**config.mk**
```make
export PLATFORM = sky130hd
export DESIGN_NAME = sfci_flash_front
export DESIGN_NICKNAME = d
export VERILOG_FILES = /design/src/shared/sfci_pkg.sv /design/src/verilog/sfci_flash_front.sv
export SDC_FILE = /design/constraint.sdc
export NUM_CORES = 1
export LEC_CHECK = 0
export BUFFER_PORTS_ARGS = -buffer_cell sky130_fd_sc_hd__buf_2
export CAP_MARGIN = 15
export CORE_ASPECT_RATIO = 0.9
export CORE_UTILIZATION = 35
export DETAILED_ROUTE_END_ITERATION = 8
export GPL_TIMING_DRIVEN = 0
export PLACE_DENSITY = 0.6
export SYNTH_ARGS = -nofsm -noshare
export SYNTH_HDL_FRONTEND = slang
export SYNTH_SLANG_ARGS = --single-unit
```
**constraint.sdc**
```tcl
create_clock -name ref_clk -period 4.95 [get_ports ref_clk]
set_clock_uncertainty 0.2 [all_clocks]
set_input_delay 0.2475 -clock ref_clk [delete_from_list [all_inputs] [get_ports ref_clk]]
set_output_delay 0.2475 -clock ref_clk [all_outputs]
set_load 0.01 [all_outputs]
```
**src/shared/sfci_pkg.sv**
```systemverilog
/*
 * Shared constants and carriers for the serial flash command front end:
 * opcodes, status byte layout, page and protection figures, timing counts.
 * Assumes a 25 MHz core clock and a memory back end that owns the cells.
 */
package sfci_pkg;

	// Core clock and internal status-write time
	localparam int CLK_PERIOD_NS = 40;
	localparam int SR_WRITE_NS   = 1000;
	localparam int SR_WRITE_CYC  = (SR_WRITE_NS + CLK_PERIOD_NS - 1) / CLK_PERIOD_NS;

	// Input synchroniser and pin vector layout
	localparam int PIN_COUNT  = 6;
	localparam int PIN_SCK    = 0;
	localparam int PIN_CS     = 1;
	localparam int PIN_LANE0  = 2;
	localparam logic [5:0] PIN_RST = 6'h02;

	// Geometry
	localparam int ADDR_W          = 24;
	localparam int FIFO_DEPTH      = 4;
	localparam logic [8:0] PAGE_BYTES   = 9'h100;
	localparam logic [8:0] SECTOR_COUNT = 9'h100;
	localparam logic [8:0] PROT_UNIT    = 9'h002;

	// Opcodes, most significant bit first on the wire
	localparam logic [7:0] CMD_WRITE_ENABLE      = 8'h06;
	localparam logic [7:0] CMD_WRITE_DISABLE     = 8'h04;
	localparam logic [7:0] CMD_READ_STATUS       = 8'h05;
	localparam logic [7:0] CMD_WRITE_STATUS      = 8'h01;
	localparam logic [7:0] CMD_READ              = 8'h03;
	localparam logic [7:0] CMD_DUAL_IO_READ      = 8'hBB;
	localparam logic [7:0] CMD_QUAD_IO_READ      = 8'hEB;
	localparam logic [7:0] CMD_PAGE_PROGRAM      = 8'h02;
	localparam logic [7:0] CMD_QUAD_PAGE_PROGRAM = 8'h32;
	localparam logic [7:0] CMD_BLOCK_WIPE        = 8'hD8;
	localparam logic [7:0] CMD_SMALL_PARAM_WIPE  = 8'h20;
	localparam logic [7:0] CMD_MID_PARAM_WIPE    = 8'h40;
	localparam logic [7:0] CMD_FULL_ARRAY_WIPE   = 8'hC7;

	// Lane width of the current phase
	typedef enum logic [1:0] {LANE1, LANE2, LANE4} sfci_lanes_t;

	// Operation handed to the memory back end
	typedef enum logic [2:0] {OP_PROG, OP_WIPE_BLOCK, OP_WIPE_SMALL, OP_WIPE_MID, OP_WIPE_ALL} sfci_op_t;

	typedef struct packed {
		sfci_op_t          kind;
		logic [ADDR_W-1:0] addr;
		logic [8:0]        count;
	} sfci_mem_req_t;

	// Status byte, bit 7 down to bit 0
	typedef struct packed {
		logic       srwd;
		logic       progFail;
		logic       eraseFail;
		logic [2:0] protectRangeBits;
		logic       writeEnableLatch;
		logic       opPendingBit;
	} sfci_status_t;

	localparam sfci_status_t STATUS_RST = 8'h00;

endpackage

```
**src/verilog/sfci_flash_front.sv**
```systemverilog
/*
 * Serial flash command front end plus its program-data FIFO.
 * Assumes: pins are asynchronous to ref_clk and the serial clock is at
 * most an eighth of ref_clk; the memory back end answers a read one
 * enabled cycle after memRdReq, gathers program bytes from the FIFO into
 * its own page buffer, and pulses memOpDone once per started operation.
 */
// Operation
// RQ1: drive read data after falling clock edges
// RQ2: sample input bits on rising clock edges
// RQ3: chip select high tri-states outputs
// RQ4: ignore commands until first select fall
// RQ5: pause low freezes link, tri-states outputs
// RQ6: write protect low rejects protected writes
// RQ7: lanes act bidirectional in dual, quad
// RQ8: modes 0 and 3 both supported
// RQ9: master parks clock per mode
// RQ10: whole bytes; stopped clock tolerated
// RQ11: host sends write enable, then program
// RQ12: page program takes 1 to 256 bytes
// RQ13: programming only clears bits
// RQ14: quad page program over four lanes
// RQ15: dual/quad reads: wide address and data
// RQ16: wipes set sector or array to ones
// RQ17: small and mid parameter wipes supported
// RQ18: pending bit set while operation runs
// RQ19: program and erase failure bits
// RQ20: select low means active power
// RQ21: standby only after operations finish
// RQ22: quad bit turns protect, pause into lanes
// RQ23: opcode, address most significant bit first
// RQ24: completion clears write enable latch
`timescale 1ns/1ps

module sfci_fifo #(
	parameter int WIDTH = 8,
	parameter int DEPTH = 4
) (
	input  wire logic             ref_clk,
	input  wire logic             rstn,
	input  wire logic             clkEn,
	input  wire logic             inValid,
	output logic                  inReady,
	input  wire logic [WIDTH-1:0] inData,
	output logic                  outValid,
	input  wire logic             outReady,
	output logic      [WIDTH-1:0] outData
);
	localparam int PW = $clog2(DEPTH);

	logic [WIDTH-1:0] mem [DEPTH];   // Storage words
	logic [PW:0]      wrPtr_q;       // Extra bit tells full from empty
	logic [PW:0]      rdPtr_q;

	assign inReady  = (wrPtr_q[PW-1:0] != rdPtr_q[PW-1:0]) || (wrPtr_q[PW] == rdPtr_q[PW]);
	assign outValid = wrPtr_q != rdPtr_q;
	assign outData  = mem[rdPtr_q[PW-1:0]];

	// Write side
	always_ff @(posedge ref_clk) begin
		if (!rstn) begin
			wrPtr_q <= '0;
		end else if (clkEn && inValid && inReady) begin
			mem[wrPtr_q[PW-1:0]] <= inData;
			wrPtr_q              <= wrPtr_q + 1'b1;
		end
	end

	// Read side
	always_ff @(posedge ref_clk) begin
		if (!rstn) begin
			rdPtr_q <= '0;
		end else if (clkEn && outValid && outReady) begin
			rdPtr_q <= rdPtr_q + 1'b1;
		end
	end
endmodule // sfci_fifo

module sfci_flash_front (
	input  wire logic                   ref_clk,
	input  wire logic                   rstn,
	input  wire logic                   clkEn,
	input  wire logic                   sckPin,
	input  wire logic                   csPinN,
	input  wire logic                   serialInLane0Din,
	output logic                        serialInLane0Dout,
	output logic                        serialInLane0Oe,
	input  wire logic                   serialOutLane1Din,
	output logic                        serialOutLane1Dout,
	output logic                        serialOutLane1Oe,
	input  wire logic                   writeProtectNLane2Din,
	output logic                        writeProtectNLane2Dout,
	output logic                        writeProtectNLane2Oe,
	input  wire logic                   pauseNLane3Din,
	output logic                        pauseNLane3Dout,
	output logic                        pauseNLane3Oe,
	input  wire logic                   quadEnable,
	output logic                        memRdReq,
	output logic [sfci_pkg::ADDR_W-1:0] memRdAddr,
	input  wire logic [7:0]             memRdData,
	output logic                        memOpStart,
	output sfci_pkg::sfci_mem_req_t     memOp,
	input  wire logic                   memOpDone,
	input  wire logic                   memOpFail,
	output logic                        progValid,
	input  wire logic                   progReady,
	output logic [7:0]                  progClearMask,
	output sfci_pkg::sfci_status_t      statusOut,
	output logic                        activePower,
	output logic                        standby
);
	import sfci_pkg::*;

	typedef enum {S_OPC, S_ADDR, S_MODE, S_RD, S_WD, S_SRW, S_SRDN, S_ERW, S_IGN} sfci_state_t;

	logic [PIN_COUNT-1:0] pinRaw;       // Raw pin levels
	logic [PIN_COUNT-1:0] pinF;         // Filtered pin levels
	logic                 sckPrev_q;    // Edge detection history
	logic                 csPrev_q;
	logic                 armed_q;      // Seen a select fall since reset
	sfci_state_t          st_q;         // Frame phase
	sfci_lanes_t          laneW_q;      // Lanes in use this phase
	logic [2:0]           bitCnt_q;     // Bits of current input byte
	logic [7:0]           inSh_q;       // Input shifter
	logic [7:0]           cmd_q;        // Opcode of this frame
	logic [1:0]           byteCnt_q;    // Address byte counter
	logic [ADDR_W-1:0]    addr_q;       // Target address
	logic [8:0]           progCnt_q;    // Program bytes taken
	logic                 ovf_q;        // Program byte was lost
	logic [7:0]           srNew_q;      // Pending status value
	logic                 readStat_q;   // Data phase shows status
	logic [7:0]           outSh_q;      // Output shifter
	logic [2:0]           outCnt_q;     // Bits already sent of byte
	logic [3:0]           outLanes_q;   // Driven lane values
	logic                 outActive_q;  // Drive phase has begun
	logic [7:0]           nextByte_q;   // Prefetched read byte
	logic                 rdPend_q;     // Read answer due this cycle
	logic [ADDR_W-1:0]    rdAddr_q;     // Fetch address
	sfci_status_t         sr_q;         // Status register
	logic [9:0]           srTimer_q;    // Status write time left
	logic                 opSr_q;       // Running op is a status write
	sfci_op_t             runKind_q;    // Program or wipe; every wipe kept as OP_WIPE_BLOCK
	logic                 fifoInReady;  // Room for a program byte

	assign pinRaw = {pauseNLane3Din, writeProtectNLane2Din, serialOutLane1Din,
		serialInLane0Din, csPinN, sckPin};

	// Three-stage synchroniser; a change counts once stages two and three agree
	for (genvar i = 0; i < PIN_COUNT; i++) begin : gSync
		logic [2:0] s_q;
		logic       f_q;
		always_ff @(posedge ref_clk) begin
			if (!rstn) begin
				s_q <= {3{PIN_RST[i]}};
				f_q <= PIN_RST[i];
			end else if (clkEn) begin
				s_q <= {s_q[1:0], pinRaw[i]};
				if (s_q[1] == s_q[2]) begin
					f_q <= s_q[2];
				end
			end
		end
		assign pinF[i] = f_q;
	end

	// Pin roles; quad mode retires protect and pause
	logic       csLow, quadOn, paused, wpLow;
	logic [3:0] laneIn;
	assign csLow  = !pinF[PIN_CS];                                      // RQ20
	assign quadOn = quadEnable;
	assign laneIn = pinF[PIN_LANE0+:4];
	assign paused = csLow && !laneIn[3] && !quadOn;                     // RQ5 RQ22
	assign wpLow  = !laneIn[2] && !quadOn;                              // RQ22

	// Edge finders; pause swallows edges but history still follows
	logic sckRise, sckFall, csFall, csRise;
	assign sckRise = pinF[PIN_SCK] && !sckPrev_q;                       // RQ2 RQ8
	assign sckFall = !pinF[PIN_SCK] && sckPrev_q;                       // RQ1 RQ8
	assign csFall  = csLow && csPrev_q;
	assign csRise  = !csLow && !csPrev_q;

	always_ff @(posedge ref_clk) begin
		if (!rstn) begin
			sckPrev_q <= 1'b0;
			csPrev_q  <= 1'b1;
			armed_q   <= 1'b0;
		end else if (clkEn) begin
			sckPrev_q <= pinF[PIN_SCK];
			csPrev_q  <= pinF[PIN_CS];
			if (csFall) begin
				armed_q <= 1'b1;                                            // RQ4
			end
		end
	end

	// Lanes per clock and incoming byte assembly, high bits first
	logic [3:0] step, cntD;
	logic [7:0] inByte;
	always_comb begin
		unique case (laneW_q)
			LANE2: begin
				step   = 4'h2;
				inByte = {inSh_q[5:0], laneIn[1:0]};                       // RQ7 RQ23
			end
			LANE4: begin
				step   = 4'h4;
				inByte = {inSh_q[3:0], laneIn};                             // RQ7
			end
			default: begin
				step   = 4'h1;
				inByte = {inSh_q[6:0], laneIn[0]};                          // RQ23
			end
		endcase
		cntD = {1'b0, bitCnt_q} + step;
	end

	// Frame events
	logic act, byteIn, opcIn, allowed, addrDone, prot, pushByte;
	logic startProg, startErase, startSr, lostProg;
	logic [ADDR_W-1:0] newAddr;
	logic [8:0]        protN;
	assign act      = armed_q && csLow && !paused && sckRise;             // RQ4 RQ5 RQ10
	assign byteIn   = act && cntD[3];                                     // RQ10
	assign opcIn    = byteIn && st_q == S_OPC;
	assign allowed  = !sr_q.opPendingBit || inByte == CMD_READ_STATUS;
	assign addrDone = byteIn && st_q == S_ADDR && byteCnt_q == 2'h2;
	assign newAddr  = {addr_q[15:0], inByte};
	assign protN    = (sr_q.protectRangeBits == 3'h7) ? SECTOR_COUNT
		: (sr_q.protectRangeBits == 3'h0) ? 9'h000 : 9'(PROT_UNIT << sr_q.protectRangeBits);
	assign prot     = wpLow && ({1'b0, newAddr[23:16]} >= SECTOR_COUNT - protN);       // RQ6
	assign pushByte = byteIn && st_q == S_WD && progCnt_q < PAGE_BYTES;                // RQ12
	assign startProg  = csRise && st_q == S_WD && bitCnt_q == 3'h0 && progCnt_q != 9'h000 && !ovf_q;
	assign lostProg   = csRise && st_q == S_WD && ovf_q;
	assign startErase = csRise && st_q == S_ERW && bitCnt_q == 3'h0;
	assign startSr    = csRise && st_q == S_SRDN && bitCnt_q == 3'h0 && !(sr_q.srwd && wpLow);

	// Frame sequencer: opcode, address, mode byte, data phases
	always_ff @(posedge ref_clk) begin
		if (!rstn) begin
			st_q       <= S_IGN;
			laneW_q    <= LANE1;
			bitCnt_q   <= 3'h0;
			inSh_q     <= 8'h00;
			cmd_q      <= 8'h00;
			byteCnt_q  <= 2'h0;
			addr_q     <= '0;
			progCnt_q  <= 9'h000;
			ovf_q      <= 1'b0;
			srNew_q    <= 8'h00;
			readStat_q <= 1'b0;
		end else if (clkEn) begin
			if (csFall) begin
				// Fresh frame; a select held low through reset also gets here, as the select filter resets high
				st_q       <= S_OPC;
				laneW_q    <= LANE1;
				bitCnt_q   <= 3'h0;
				byteCnt_q  <= 2'h0;
				progCnt_q  <= 9'h000;
				ovf_q      <= 1'b0;
				readStat_q <= 1'b0;
			end else if (csRise) begin
				st_q <= S_IGN;                                              // RQ3
			end else if (act && st_q != S_IGN) begin
				inSh_q   <= inByte;
				bitCnt_q <= cntD[2:0];
				if (byteIn) begin
					unique case (st_q)
						S_OPC: begin
							cmd_q <= inByte;
							st_q  <= S_IGN;
							if (allowed) begin
								unique case (inByte)
									CMD_READ_STATUS: begin
										st_q       <= S_RD;
										readStat_q <= 1'b1;                 // RQ18
									end
									CMD_WRITE_STATUS: if (sr_q.writeEnableLatch) st_q <= S_SRW;
									CMD_READ: st_q <= S_ADDR;
									CMD_DUAL_IO_READ: begin
										st_q    <= S_ADDR;
										laneW_q <= LANE2;                   // RQ15
									end
									CMD_QUAD_IO_READ: if (quadOn) begin
										st_q    <= S_ADDR;
										laneW_q <= LANE4;                   // RQ15
									end
									CMD_PAGE_PROGRAM, CMD_BLOCK_WIPE, CMD_SMALL_PARAM_WIPE,
									CMD_MID_PARAM_WIPE: if (sr_q.writeEnableLatch) st_q <= S_ADDR;   // RQ11 RQ17
									CMD_QUAD_PAGE_PROGRAM: if (sr_q.writeEnableLatch && quadOn) st_q <= S_ADDR;  // RQ14
									CMD_FULL_ARRAY_WIPE: begin
										// With write protect low, any protected area blocks the whole-array wipe
										if (sr_q.writeEnableLatch && !(wpLow && protN != 9'h000)) st_q <= S_ERW;  // RQ6
									end
									default: st_q <= S_IGN;
								endcase
							end
						end
						S_ADDR: begin
							addr_q    <= newAddr;
							byteCnt_q <= byteCnt_q + 2'h1;
							if (byteCnt_q == 2'h2) begin
								unique case (cmd_q)
									CMD_READ: st_q <= S_RD;
									CMD_DUAL_IO_READ, CMD_QUAD_IO_READ: st_q <= S_MODE;
									CMD_PAGE_PROGRAM: st_q <= prot ? S_IGN : S_WD;                 // RQ6
									CMD_QUAD_PAGE_PROGRAM: begin
										st_q    <= prot ? S_IGN : S_WD;     // RQ6
										laneW_q <= LANE4;                   // RQ14
									end
									default: st_q <= prot ? S_IGN : S_ERW;  // RQ6
								endcase
							end
						end
						S_MODE: st_q <= S_RD;
						S_WD: begin
							if (pushByte) begin
								progCnt_q <= progCnt_q + 9'h001;            // RQ12
								ovf_q     <= ovf_q || !fifoInReady;
							end
						end
						S_SRW: begin
							srNew_q <= inByte;
							st_q    <= S_SRDN;
						end
						S_ERW, S_SRDN: st_q <= S_IGN;                       // Extra bytes abort
						S_RD: st_q <= S_RD;
						default: st_q <= S_IGN;
					endcase
				end
			end
		end
	end

	// Program bytes travel as clear masks, so a cell can only go 1 to 0
	sfci_fifo #(
		.WIDTH (8),
		.DEPTH (FIFO_DEPTH)
	) uFifo (
		.ref_clk  (ref_clk),
		.rstn     (rstn),
		.clkEn    (clkEn),
		.inValid  (pushByte),
		.inReady  (fifoInReady),
		.inData   (~inByte),                                              // RQ13
		.outValid (progValid),
		.outReady (progReady),
		.outData  (progClearMask)
	);

	// Read fetch and output shifter, advanced on falling clock edges
	logic [7:0] loadByte;
	logic       shiftOut;
	assign loadByte = readStat_q ? sr_q : nextByte_q;
	assign shiftOut = armed_q && csLow && !paused && sckFall && st_q == S_RD;  // RQ1 RQ10

	always_ff @(posedge ref_clk) begin
		if (!rstn) begin
			outSh_q     <= 8'h00;
			outCnt_q    <= 3'h0;
			outLanes_q  <= 4'h0;
			outActive_q <= 1'b0;
			nextByte_q  <= 8'h00;
			rdPend_q    <= 1'b0;
			rdAddr_q    <= '0;
			memRdReq    <= 1'b0;
		end else if (clkEn) begin
			memRdReq <= 1'b0;
			rdPend_q <= memRdReq;
			if (rdPend_q) begin
				nextByte_q <= memRdData;
			end
			if (csFall || csRise) begin
				outCnt_q    <= 3'h0;
				outActive_q <= 1'b0;
			end else if (addrDone) begin
				rdAddr_q <= newAddr;
				memRdReq <= 1'b1;                                           // RQ15
			end else if (shiftOut) begin
				outActive_q <= 1'b1;
				outCnt_q    <= 3'(outCnt_q + step[2:0]);
				if (outCnt_q == 3'h0) begin
					outLanes_q <= (laneW_q == LANE4) ? loadByte[7:4]
						: (laneW_q == LANE2) ? {2'h0, loadByte[7:6]} : {2'h0, loadByte[7], 1'b0};
					outSh_q    <= loadByte << step;
					if (!readStat_q) begin
						rdAddr_q <= rdAddr_q + 1'b1;
						memRdReq <= 1'b1;
					end
				end else begin
					outLanes_q <= (laneW_q == LANE4) ? outSh_q[7:4]
						: (laneW_q == LANE2) ? {2'h0, outSh_q[7:6]} : {2'h0, outSh_q[7], 1'b0};
					outSh_q    <= outSh_q << step;
				end
			end
		end
	end

	// Lane drivers; single lane data leaves on lane 1
	logic drive;
	assign drive                  = outActive_q && csLow && !paused;        // RQ3 RQ5
	assign memRdAddr              = rdAddr_q;
	assign serialOutLane1Dout     = outLanes_q[1];
	assign serialInLane0Dout      = outLanes_q[0];
	assign writeProtectNLane2Dout = outLanes_q[2];
	assign pauseNLane3Dout        = outLanes_q[3];
	assign serialOutLane1Oe       = drive;                                  // RQ7
	assign serialInLane0Oe        = drive && laneW_q != LANE1;              // RQ7
	assign writeProtectNLane2Oe   = drive && laneW_q == LANE4 && quadOn;    // RQ22
	assign pauseNLane3Oe          = drive && laneW_q == LANE4 && quadOn;    // RQ22

	// Status register, latch and operation tracking
	logic srDone, memDone;
	assign srDone  = opSr_q && sr_q.opPendingBit && srTimer_q == 10'h001;
	assign memDone = !opSr_q && sr_q.opPendingBit && memOpDone;

	always_ff @(posedge ref_clk) begin
		if (!rstn) begin
			sr_q       <= STATUS_RST;
			srTimer_q  <= 10'h000;
			opSr_q     <= 1'b0;
			runKind_q  <= OP_PROG;
			memOpStart <= 1'b0;
			memOp      <= '0;
		end else if (clkEn) begin
			memOpStart <= 1'b0;
			if (opcIn && allowed && inByte == CMD_WRITE_ENABLE) begin
				sr_q.writeEnableLatch <= 1'b1;
			end else if (opcIn && allowed && inByte == CMD_WRITE_DISABLE) begin
				sr_q.writeEnableLatch <= 1'b0;
			end
			if (startProg || startErase) begin
				memOpStart        <= 1'b1;
				memOp.addr        <= addr_q;
				memOp.count       <= progCnt_q;
				memOp.kind        <= startProg ? OP_PROG                    // RQ12
					: (cmd_q == CMD_FULL_ARRAY_WIPE) ? OP_WIPE_ALL          // RQ16
					: (cmd_q == CMD_SMALL_PARAM_WIPE) ? OP_WIPE_SMALL       // RQ17
					: (cmd_q == CMD_MID_PARAM_WIPE) ? OP_WIPE_MID : OP_WIPE_BLOCK;  // RQ16 RQ17
				runKind_q         <= startProg ? OP_PROG : OP_WIPE_BLOCK;
				opSr_q            <= 1'b0;
				sr_q.opPendingBit <= 1'b1;                                  // RQ18
			end else if (startSr) begin
				opSr_q            <= 1'b1;
				srTimer_q         <= 10'(SR_WRITE_CYC);
				sr_q.opPendingBit <= 1'b1;                                  // RQ18
			end else if (srTimer_q != 10'h000) begin
				srTimer_q <= srTimer_q - 10'h001;
			end
			if (lostProg) begin
				sr_q.progFail <= 1'b1;                                      // RQ19
			end
			if (srDone) begin
				sr_q.opPendingBit     <= 1'b0;
				sr_q.writeEnableLatch <= 1'b0;                              // RQ24
				sr_q.srwd             <= srNew_q[7];
				sr_q.protectRangeBits <= srNew_q[4:2];
			end
			if (memDone) begin
				sr_q.opPendingBit     <= 1'b0;                              // RQ18
				sr_q.writeEnableLatch <= 1'b0;                              // RQ24
				if (runKind_q == OP_PROG) begin
					sr_q.progFail <= memOpFail;                             // RQ19
				end else begin
					sr_q.eraseFail <= memOpFail;                            // RQ19
				end
			end
		end
	end

	// Power state follows select and any running operation
	assign statusOut   = sr_q;
	assign activePower = csLow || sr_q.opPendingBit;                        // RQ20 RQ21
	assign standby     = !activePower;                                      // RQ21
endmodule // sfci_flash_front

```
Yosys cells after proc, flatten, opt, wreduce, memory -nomap -nowiden
Memories as Yosys holds them, arrays and structs flattened. A register that Yosys moved wholly into a read port is not among the register bits.
Index checks and enable logic that the tools add are counted.
- output and inout bits: 89
- memory bits (writable): 32
- input bits: 21
- register bits after elaboration: 239
- memories: 1
- memory list (memory ; depth ; width ; rd ports ; clocked after Yosys merged registers in ; wr ports ; RTL line ; text):
    uFifo.mem ; 4 ; 8 ; 1 ; 1 ; 1 ; sfci_flash_front.sv:51 ; logic [WIDTH-1:0] mem [DEPTH];
- equal/unequal tests: 56
- bitwise gates (word level): 7
- mux-type cells: 103
- reductions and logical operators: 132
- $add $sub $neg: 9
- shift operators: 3
- $lt $le $gt $ge: 2
- operators by type and width (cell ; count):
    two-way mux 32 bit ; 5
    one-hot mux 32 bit (5 select lines) ; 1
    equality test 32 x 2 -> 1 bit (second input constant) ; 3
    equality test 32 x 3 -> 1 bit (second input constant) ; 3
    equality test 32 x 4 -> 1 bit (second input constant) ; 3
    two-way mux 24 bit ; 4
    two-way mux 9 bit ; 8
    logical NOT 32 bit ; 2
    equality test 8 bit (second input constant) ; 7
    logical AND 1 bit ; 50
    two-way mux 4 bit ; 11
    two-way mux 2 bit ; 20
    two-way mux 1 bit ; 36
    equality test 32 x 1 -> 1 bit (second input constant) ; 1
    equality test 8 x 2 -> 1 bit (second input constant) ; 4
    equality test 8 x 6 -> 1 bit (second input constant) ; 4
    != test 32 x 5 -> 1 bit (second input constant) ; 1
    one-hot mux 4 bit (7 select lines) ; 1
    nonzero test 2 bit ; 14
    AND reduction 2 bit ; 13
    adder 24 x 1 -> 24 bit (second input constant) ; 1
    equality test 8 x 3 -> 1 bit (second input constant) ; 3
    two-way mux 3 bit ; 8
    AND reduction 6 bit ; 4
    47 further kinds ; 105

Logic depth before layout (Yosys ltp)
Gate-level depths: netlist of the first run.
- word-level depth: 15
- depth in mapped cells: 17
- mapped depth without buffers: 12

Cells and area by module
Synthesis of the first run repeated with hierarchy kept, for this count alone.
- cells, all modules: 1359
- area total of the unflattened synthesis: 11583.6 µm²
- modules (own cells, without submodules) (module ; times used ; area an instance (µm²) ; cells an instance ; sequential area each (µm²)):
    sfci_flash_front ; 1 ; 9831.9 ; 1247 ; 3983.8
    sfci_fifo ; 1 ; 1751.7 ; 112 ; 1121.1

Least setup slack after synthesis of the first run
OpenSTA, ideal clock, no wires.
- kind: flip-flop to flip-flop
- start point: register laneW_q[0]
- end point: memory uFifo.mem[0][0], enable pin
- arrival: 2876 ps
- path buffers: 2
- path slack: 1542 ps
- stages on the path, launching flop included: 12
- path through: dfxtp_1 -> inv_1 -> ha_1 -> buf_2 -> buf_2 -> inv_2 -> ha_1 -> a21o_1 -> a21oi_1 -> nor2_1 -> nor4b_1 -> and3_1
- longest elaborated chain between the ends: 11
- ends and longest elaborated chain (element ; RTL line ; text):
    start, declared ; sfci_flash_front.sv:122 ; sfci_lanes_t laneW_q;
    start signal, assigned ; sfci_flash_front.sv:241 ; laneW_q <= LANE1;
    start signal, assigned ; sfci_flash_front.sv:255 ; laneW_q <= LANE1;
    start signal, assigned ; sfci_flash_front.sv:281 ; laneW_q <= LANE2;
    equality test 2 bit / equality test 2 x 1 -> 1 bit (equally long branches) ; sfci_flash_front.sv:200 ; unique case (laneW_q)
    one-hot mux 3 bit (2 select lines) * ; sfci_flash_front.sv:200 ;
    adder 3 x 4 -> 4 bit * ; sfci_flash_front.sv:214 ; cntD = {1'b0, bitCnt_q} + step;
    logical AND 1 bit * ; sfci_flash_front.sv:223 ; assign byteIn = act && cntD[3];
    logical AND 1 bit * (2 in series) ; sfci_flash_front.sv:231 ; assign pushByte = byteIn && st_q == S_WD && progCnt_q < PAGE_BYTES;
    logical AND 1 bit * (2 in series) ; sfci_flash_front.sv:63 ; end else if (clkEn && inValid && inReady) begin
    two-way mux 1 bit * ; sfci_flash_front.sv:63 ;
    two-way mux 1 bit * ; sfci_flash_front.sv:61 ; if (!rstn) begin
    two-way mux 1 bit (implied by the code) * ; sfci_flash_front.sv:64 ; mem[wrPtr_q[PW-1:0]] <= inData;
    end, declared ; sfci_flash_front.sv:51 ;
Mark *: on every way between the ends. The rest lies on a longest branch, timed or not.

Worst setup path in the final report of the first run
- start point: register laneW_q[0]
- end point: register rdAddr_q[21], in the netlist memRdAddr[21]
- longest elaborated chain between the ends: 8
- ends and longest elaborated chain (element ; RTL line ; text):
    equality test 2 bit / equality test 2 x 1 -> 1 bit (equally long branches) ; sfci_flash_front.sv:200 ;
    one-hot mux 3 bit (2 select lines) * ; sfci_flash_front.sv:200 ;
    adder 3 x 4 -> 4 bit * ; sfci_flash_front.sv:214 ;
    logical AND 1 bit * ; sfci_flash_front.sv:223 ;
    logical AND 1 bit * (2 in series) ; sfci_flash_front.sv:226 ; assign addrDone = byteIn && st_q == S_ADDR && byteCnt_q == 2'h2;
    != test 2 x 1 -> 1 bit (no source line) / nonzero test 2 bit (equally long branches) ; - ;
    AND reduction 5 bit (no source line) ; - ;
    end signal, assigned ; sfci_flash_front.sv:376 ; rdAddr_q <= newAddr;
    end signal, assigned ; sfci_flash_front.sv:386 ; rdAddr_q <= rdAddr_q + 1'b1;
    end, declared ; sfci_flash_front.sv:138 ; logic [ADDR_W-1:0] rdAddr_q;
Marked as above.
A chain may end at the register's enable or synchronous reset.

==> summary by stage, run 1 <==
Status
The flow ran to the end, and the final reports show no timing, DRC or antenna violations.

Job
Across the run, the number of max-cap violations was 0.

STA
The summed negative setup slack over all endpoints is 0 ns. The slew at the pin closest to its max-slew limit is 1.20 ns. The hold violation total from the final report is 0. The tightest hold path in the finished design has a slack of 0.0574 ns.

The final critical path takes up 92.4% of the cycle. The achievable clock frequency is 219 MHz. The tightest slew margin relative to the limit is 19.8%. Setup repair after global routing left no endpoint under its margin. The worst path needs 4.57 ns of the cycle, external delays included. The final-report setup violation count is 0. The number of pins with negative max-slew slack in the final report is 0.

Synth
The synthesized netlist devotes 1.86% of its cell area to XOR and XNOR gates. The flop and latch count out of synthesis is 239. By instance count, the leading cell after synthesis is sky130_fd_sc_hd__nand2_1.

In this run the cell area of the synthesized design comes to 0.0113 mm2. For this run, the leading register cell type out of synthesis is sky130_fd_sc_hd__dfxtp_1. Summing the areas of all compound-gate instances in the mapped netlist gives 15.4% of the synthesized area. After synthesis, the share of cell area in mux cells is 7.65%. By count the netlist is led by 218 x sky130_fd_sc_hd__nand2_1, 207 x sky130_fd_sc_hd__dfxtp_1, 161 x sky130_fd_sc_hd__nor2_1, 155 x sky130_fd_sc_hd__a21oi_1, 68 x sky130_fd_sc_hd__clkbuf_1. The main combinational cell family by area after synthesis is simple AND/OR/NAND/NOR gates. The Yosys step of the flow raised 0 warnings. Summing the areas of all fa, ha and maj instances in the mapped netlist gives 3.56% of the synthesized area.

The area share of the leading cell type in the synthesized netlist is 36.6%. Sorting the synthesized cells by area gives the leading types as sky130_fd_sc_hd__dfxtp_1 37%, sky130_fd_sc_hd__edfxtp_1 8.5%, sky130_fd_sc_hd__nand2_1 7.2%, sky130_fd_sc_hd__a21oi_1 6.9%, sky130_fd_sc_hd__mux2i_1 5.7%. The fraction of synthesis flops using an asynchronous set or reset pin is 0%. The share of the yosys chip area belonging to registers is 45.1%. The basic-gate share of the synthesized area counting and, or, nand and nor cells is 22.5%. Synthesis instantiated 69 different standard cells from the library.

After technology mapping, the gate count stands at 1346. Of all cell types, the one taking the most synthesized area is sky130_fd_sc_hd__dfxtp_1. The total nets after synthesis is 1398. The mean post-synth cell area is 8.41 um2.

Yosys mapped a number of flops with a built-in enable equal to 32.

Min path
The sink of the worst hold path is statusOut[6]. The worst hold path begins at memOpDone. In this run the worst hold path is classified as in2reg. The worst hold path passes through 4 cells.

Detailed routing
The via count is 10486. After detailed routing, the number of vias per cell comes to 5.42. The number of detailed-routing iterations run before antenna repair is 5. After detailed routing, the average wire length per cell comes to 18.5 um. After detailed routing, the total wire length is 35900 um. The number of DRC markers after the initial detailed-route iteration is 799.

The count of nets left with antenna violations once routing finished came out at 0. The post-route DRC violation count is 0.

Setup path
The largest single stage delay on the critical path is 0.47 ns. Walking the worst path, the cells encountered are inv_1, ha_1, buf_2, buf_2, inv_2, ha_1, a21o_1, a21oi_1, nor2_1, and3_1, clkbuf_1, clkbuf_1, clkbuf_1, o21ai_0, a22oi_1, nor2_1. The critical path contains buffers and inverters numbering 7 combined. The critical path startpoint is laneW_q[0].

STA puts the critical path data arrival time at 4.76 ns. The setup slack of the most critical reg-to-reg path is 0.38 ns. The type of element launching the critical path is a register. For the worst flop-to-flop path, the logic depth is 16. The setup path with the least slack is of type reg2reg. The library cell appearing most often on the critical path is sky130_fd_sc_hd__clkbuf_1. The highest net fanout along the worst path is 10. For this design, the slowest cell found on the critical path is sky130_fd_sc_hd__clkbuf_1. The kind of cell with the highest combined delay on the critical path is buffers and inverters.

STA puts the critical path data required time at 5.14 ns. The element type at the critical path end is a register. The worst reg2reg path startpoint is laneW_q[0]. The reg-to-reg endpoint is memRdAddr[21].

Clocking
Clock-pin slew was measured on the worst setup and hold paths at 0.07 ns. The insertion delay to the later sink of the worst-skew pair is 0.53 ns. The total number of H-tree levels is 1. The clock root buffer is sky130_fd_sc_hd__clkbuf_16. TritonCTS built the clock tree. The clock net sink count is 239. The total clock buffers created by CTS is 26.

In this run the post-CTS setup repair buffer count came out at 0. The largest buffer count on any clock path is 3.

Finish
The cell area after layout is 0.0135 mm2. The final layout contains 1552 nets. The number of antenna diodes in the final layout is 0. The fraction of final layout cells sized beyond drive strength 1 is 12.8%. The layout overhead on the synthesized area is 19.4%. The utilization after layout is 42.4%.

Pwr
In this run the power density over the cells is 326 mW/mm2. IR analysis of the VDD net gives a maximum drop of 226 uV. The leakage power is 4.86 nW. The overall power of the completed layout is 4.41 mW.

Global route
The first global-routing pass estimated 55700 um of wire. The via count of the first global-routing pass was 9691. The number of antenna violations at the first check in global routing is 0. The total grt overflow is 0. Across every metal layer, demand over resource in global routing totals 21.5%. The maximum number of pins on one net before global-route repair is 15.

Placed design
The total half-perimeter wirelength after legalization and detailed placement is 26200 um. The global placer's final weighted congestion is 0.950. The quantity of I/O buffers inserted on ports is 109. After detailed placement, the total cell area comes to 0.0124 mm2.

Die
The area inside the core boundary is 0.0319 mm2. The initial utilization of the core area, before any placement, comes to 35.5%. The die outline height is 173 um. For this design the top-level I/O count stands at 110. The die covers 0.0331 mm2. The die outline width is 192 um. The floorplan has 62 rows.
==> layout by cell type, fill, tap and decap left out, types with 8 or more instances in the layout <==
master	instances
sky130_fd_sc_hd__a211oi_1	14
sky130_fd_sc_hd__a21oi_1	155
sky130_fd_sc_hd__a22oi_1	12
sky130_fd_sc_hd__and3_1	15
sky130_fd_sc_hd__buf_2	117
sky130_fd_sc_hd__clkbuf_1	70
sky130_fd_sc_hd__clkbuf_16	27
sky130_fd_sc_hd__clkinv_1	8
sky130_fd_sc_hd__dfxtp_1	207
sky130_fd_sc_hd__dlygate4sd3_1	16
sky130_fd_sc_hd__edfxtp_1	32
sky130_fd_sc_hd__ha_1	29
sky130_fd_sc_hd__inv_1	28
sky130_fd_sc_hd__mux2i_1	64
sky130_fd_sc_hd__mux4_2	8
sky130_fd_sc_hd__nand2_1	218
sky130_fd_sc_hd__nand2b_1	11
sky130_fd_sc_hd__nand3_1	45
sky130_fd_sc_hd__nand4_1	16
sky130_fd_sc_hd__nor2_1	161
sky130_fd_sc_hd__nor3_1	30
sky130_fd_sc_hd__nor4_1	16
sky130_fd_sc_hd__o21ai_0	57
sky130_fd_sc_hd__or3_1	10
sky130_fd_sc_hd__xnor2_1	10
sky130_fd_sc_hd__xor2_1	14
==> registers in the layout, indices dropped and copies added, names as in the netlist, 4 cells and up, named ones only <==
name        flops
memOp          36
uFifo.mem      32
addr_q         24
memRdAddr      24
gSync.s_q      18
srTimer_q      10
progCnt_q       9
cmd_q           8
nextByte_q      8
outSh_q         8
statusOut       8
inSh_q          7
gSync.f_q       6
outLanes_q      4
srNew_q         4
st_q            4
==> kinds of logic after synthesis <==
group / after synthesis
AO/OA/AOI/OAI: 298
XOR/XNOR: 24
adder cells (fa/ha/maj): 31
buffers and inverters: 115
flip-flops: 239
multiplexers: 76
AND/OR/NAND/NOR: 563
==> metrics by stage <==
step	std cells	worst slack [ns]
3_3_place_gp	1871	0.407
2_1_floorplan	1346	1.54
4_1_cts	1935	0.413
3_5_place_dp	1871	0.443
5_1_grt	1936	0.0629
6_report	1936	0.376
==> where the power goes <==
part	internal, mW	leakage (nW)	switching (mW)
clock network	1.32	0.458	0.809
registers	1.99	1.85	0.0281
logic	0.0975	2.55	0.159
total	3.41	4.86	0.996
==> metal layers <==
layer	global-route usage, %	routed length [um]	share of wire, %	vias up
li1	-	-	-	5069
met5	0	0	0	-
met2	32.1	15400	43	414
met3	4.34	2780	7.8	68
met4	6.15	1010	2.8	0
met1	31.1	16700	46	4935
==> what timing repair did <==
item / in CTS / in global routing
setup endpoints to repair: 0 / 7
hold endpoints to repair: 17 / 0
resized for setup: 0 / 1
hold buffers: 16 / 0
==> layout make-up <==
type,instances,area [um2]
Fill cell,3195,18400
Multi-Input combinational cell,992,5790
Sequential cell,239,5100
Timing Repair Buffer,126,711
Clock buffer,30,697
Tap cell,416,520
Buffer,79,310
Clock inverter,18,249
Inverter,36,135
==> worst max-delay path by stage <==
stage | to | depth (start not counted)
finish | memRdAddr[21] | 16
global route | memRdAddr[21] | 16
CTS | memRdAddr[8] | 15
detailed placement | memRdAddr[8] | 15
global placement | memRdAddr[8] | 15
floorplan | uFifo.mem[0][0] | 11
==> worst min-delay path: stages <==
cell and delay [ns]:
sky130_fd_sc_hd__buf_2 0.11, sky130_fd_sc_hd__nor2b_1 0.15, sky130_fd_sc_hd__nand3_1 0.10, sky130_fd_sc_hd__o311a_1 0.14
Power figures use the tool's default switching activity.
==> inputs of run 2 (changes only) <==
--- a/config.mk
+++ b/config.mk
@@ -9,6 +9,7 @@
 export CAP_MARGIN = 15
 export CORE_ASPECT_RATIO = 0.9
 export CORE_UTILIZATION = 35
+export CTS_BUF_LIST = sky130_fd_sc_hd__clkbuf_8
 export DETAILED_ROUTE_END_ITERATION = 8
 export GPL_TIMING_DRIVEN = 0
 export PLACE_DENSITY = 0.6
==> run 2 against run 1 <==
Against the previous run: cell area down 0.95%; routed wire length grew 0.83%; cell count grew 1.4%; utilization shrank 0.40 points; clock power decreased by 18%; count of clock-buffer cells in the layout increased by 22; critical path depth unchanged; worst hold slack improved by 0.00063 ns; critical path type unchanged.
==> summary by stage, run 2 (synthesis gave the netlist of run 1 again) <==
STA
The slack of the critical path is 0.382 ns (+0.00646 ns). Setup repair after global routing left no endpoint under its margin. The fraction of the cycle the final worst path needs came to 92.3% (-0.13 points). The hold violation total from the final report was 0 (unchanged). The tightest slew margin relative to the limit is 20.8% (+1.0 points).

The achievable clock frequency is 219 MHz (+0.14%). The final period demand of the worst path is 4.57 ns (-0.00646 ns). The summed negative setup slack over all endpoints is 0 ns (unchanged). The slew at the pin closest to its max-slew limit came to 1.19 ns (-0.0155 ns).

The final-report setup violation count came to 0 (unchanged). The number of pins with negative max-slew slack in the final report is 0 (unchanged).

Detailed routing
The total wire length after detailed routing was 36200 um (+0.83%). The average via count per standard cell is 5.40 (-0.21%). The detailed-route wire length per cell was 18.4 um (-0.55%). The via count is 10610 (+1.2%). The post-route DRC violation count came to 0 (unchanged). The number of nets with antenna violations after routing is 0 (unchanged). The number of detailed-routing iterations run before antenna repair is 5 (unchanged). The number of DRC markers after the initial detailed-route iteration came to 863 (+8.0%).

Placed design
The placement-stage worst setup slack was 0.443 ns (unchanged). The total half-perimeter wirelength after legalization and detailed placement is 26200 um (unchanged). The global placer's final weighted congestion is 0.950 (unchanged). The quantity of I/O buffers inserted on ports was 109 (unchanged).

Global route
The global-route total usage across every layer is 21.7% (+0.25 points). The total grt overflow is 0 (unchanged). The first-pass GRT wire length was 56000 um (+0.42%). The via count of the first global-routing pass was 9757 (+0.68%). The maximum number of pins on one net before global-route repair is 14 (-1). The number of antenna violations at the first check in global routing is 0 (unchanged).

Job
The max-cap violation count is 0 (unchanged).

Setup path
The number of buffers and inverters on the critical path is 7 (unchanged). Traced cell by cell, the critical path runs through inv_1, ha_1, buf_2, buf_2, inv_2, ha_1, a21o_1, a21oi_1, nor2_1, and3_1, clkbuf_1, clkbuf_1, clkbuf_1, o21ai_0, a22oi_1, nor2_1. The biggest cell delay along the critical path was 0.47 ns (about the same). The cell that appears most often on the critical path is sky130_fd_sc_hd__clkbuf_1.

The type of the worst setup path is reg2reg. The kind of cell with the highest combined delay on the critical path is buffers and inverters. The highest net fanout along the worst path is 10 (unchanged). STA classifies the critical path startpoint as a register. The element type at the critical path end is a register.

The slowest library cell on the worst path is sky130_fd_sc_hd__clkbuf_1. The data required time of the worst path is 5.17 ns (+0.03 ns). The arrival time reported for the critical path endpoint is 4.79 ns (+0.03 ns). The total number of cells along the worst setup path is 16 (unchanged).

The number of cells traversed by the worst register-to-register path is 16 (unchanged).

Clocking
The clock root buffer is sky130_fd_sc_hd__clkbuf_8. The clock net sink count came to 239 (unchanged). The insertion delay to the later sink of the worst-skew pair is 0.56 ns (+0.03 ns).

The post-CTS setup-driven buffer insertion count was 0 (unchanged). The total clock buffers created by CTS is 42 (+62%). The CTS clock-pin slew for the worst setup and hold paths is 0.06 ns (about the same).

TritonCTS built the clock tree. The total number of H-tree levels came to 2 (+1). The largest buffer count on any clock path is 3 (unchanged).

Finish
The utilization after layout is 42.0% (-0.40 points). The fraction of final layout cells sized beyond drive strength 1 is 13.4% (+0.62 points). The flip-flop count of the largest register, all copies and words added is 36 (unchanged). The count of antenna diodes in the layout came to 0 (unchanged). The number of nets in the layout is 1569 (+1.1%). Leaving out fill and tap cells, the most frequent cells in the layout are 218 x sky130_fd_sc_hd__nand2_1, 207 x sky130_fd_sc_hd__dfxtp_1, 161 x sky130_fd_sc_hd__nor2_1, 155 x sky130_fd_sc_hd__a21oi_1, 117 x sky130_fd_sc_hd__buf_2. From synthesis to final layout, the design area changed by 18.2%.

Leaving out fill and tap cells, the most frequent cell in the layout is sky130_fd_sc_hd__nand2_1. Ranked by flip-flop count, first place goes to memOp.

Pwr
The worst vdd rail ir drop is 155 uV (-31%). The leakage power is 4.88 nW (+0.46%). The total power per unit cell area was 301 mW/mm2 (-7.8%).

Die
The die area is 0.0331 mm2 (unchanged). The number of primary I/O pins was 110 (unchanged). The die outline height is 173 um (unchanged).

The starting density of the core is 35.5% (unchanged). The die outline width is 192 um (unchanged). The cell row count was 62 (unchanged). The area inside the core boundary is 0.0319 mm2 (unchanged).

Min path
The number of cells on the worst hold path is 4 (unchanged). The worst min-delay path class is in2reg.

Status
The run finished with clean final reports.
-- run 2: what timing repair did --
item                                    in CTS  in global routing
hold buffers                                17                  0
endpoints found under the hold margin       18                  0
gates resized for setup                      0                  1
endpoints found under the setup margin       0                  4
-- run 2: power by group --
part	internal (mW)	leakage (nW)	total (mW)	switching [mW]
Combinational	0.0980	2.56	0.257	0.159
Clock	0.943	0.476	1.75	0.803
Sequential	1.99	1.85	2.02	0.0281
Total	3.03	4.88	4.02	0.991
-- run 2: final cells by class --
class,instances,area [um2]
Buffer,79,310
Clock buffer,52,716
Clock inverter,22,91.3
Fill cell,3232,18500
Inverter,36,135
Multi-Input combinational cell,992,5790
Sequential cell,239,5100
Tap cell,416,520
Timing Repair Buffer,127,721
-- run 2: metal layers --
| layer | wire length, um | share of wire [%] | track usage, % |
|---|---|---|---|
| met1 | 16800 | 46 | 31.2 |
| met2 | 15400 | 43 | 31.8 |
| met3 | 2880 | 8.0 | 4.95 |
| met4 | 1070 | 3.0 | 7.64 |
| met5 | 0 | 0 | 0 |
-- run 2: final timing paths --
path              slack, ns     startpoint                to
hold reg to reg        0.25  nextByte_q[0]     nextByte_q[0]
setup reg to reg       0.38     laneW_q[0]     memRdAddr[21]
hold / removal         0.06      progReady  uFifo.rdPtr_q[0]
setup / recovery       0.38     laneW_q[0]     memRdAddr[21]
-- run 2: stage by stage --
step	hold slack [ns]	std cells	area, um2	power, mW
final	0.0580	1963	13400	4.02
after global routing	0.0740	1963	13400	4.19
after CTS	0.0222	1962	13400	4.07
after detailed placement	0.246	1871	12400	2.31
after global placement	0.241	1871	12400	2.30
after floorplan	0.176	1346	11300	2.23
-- run 2: worst reg2reg max path: stages (launching register included) --
cell and delay, ns:
sky130_fd_sc_hd__dfxtp_1 0.38, sky130_fd_sc_hd__inv_1 0.11, sky130_fd_sc_hd__ha_1 0.30, sky130_fd_sc_hd__buf_2 0.18, sky130_fd_sc_hd__buf_2 0.21, sky130_fd_sc_hd__inv_2 0.22, sky130_fd_sc_hd__ha_1 0.24, sky130_fd_sc_hd__a21o_1 0.13
sky130_fd_sc_hd__a21oi_1 0.11, sky130_fd_sc_hd__nor2_1 0.43, sky130_fd_sc_hd__and3_1 0.24, sky130_fd_sc_hd__clkbuf_1 0.34, sky130_fd_sc_hd__clkbuf_1 0.47, sky130_fd_sc_hd__clkbuf_1 0.46, sky130_fd_sc_hd__o21ai_0 0.18, sky130_fd_sc_hd__a22oi_1 0.20
sky130_fd_sc_hd__nor2_1 0.06
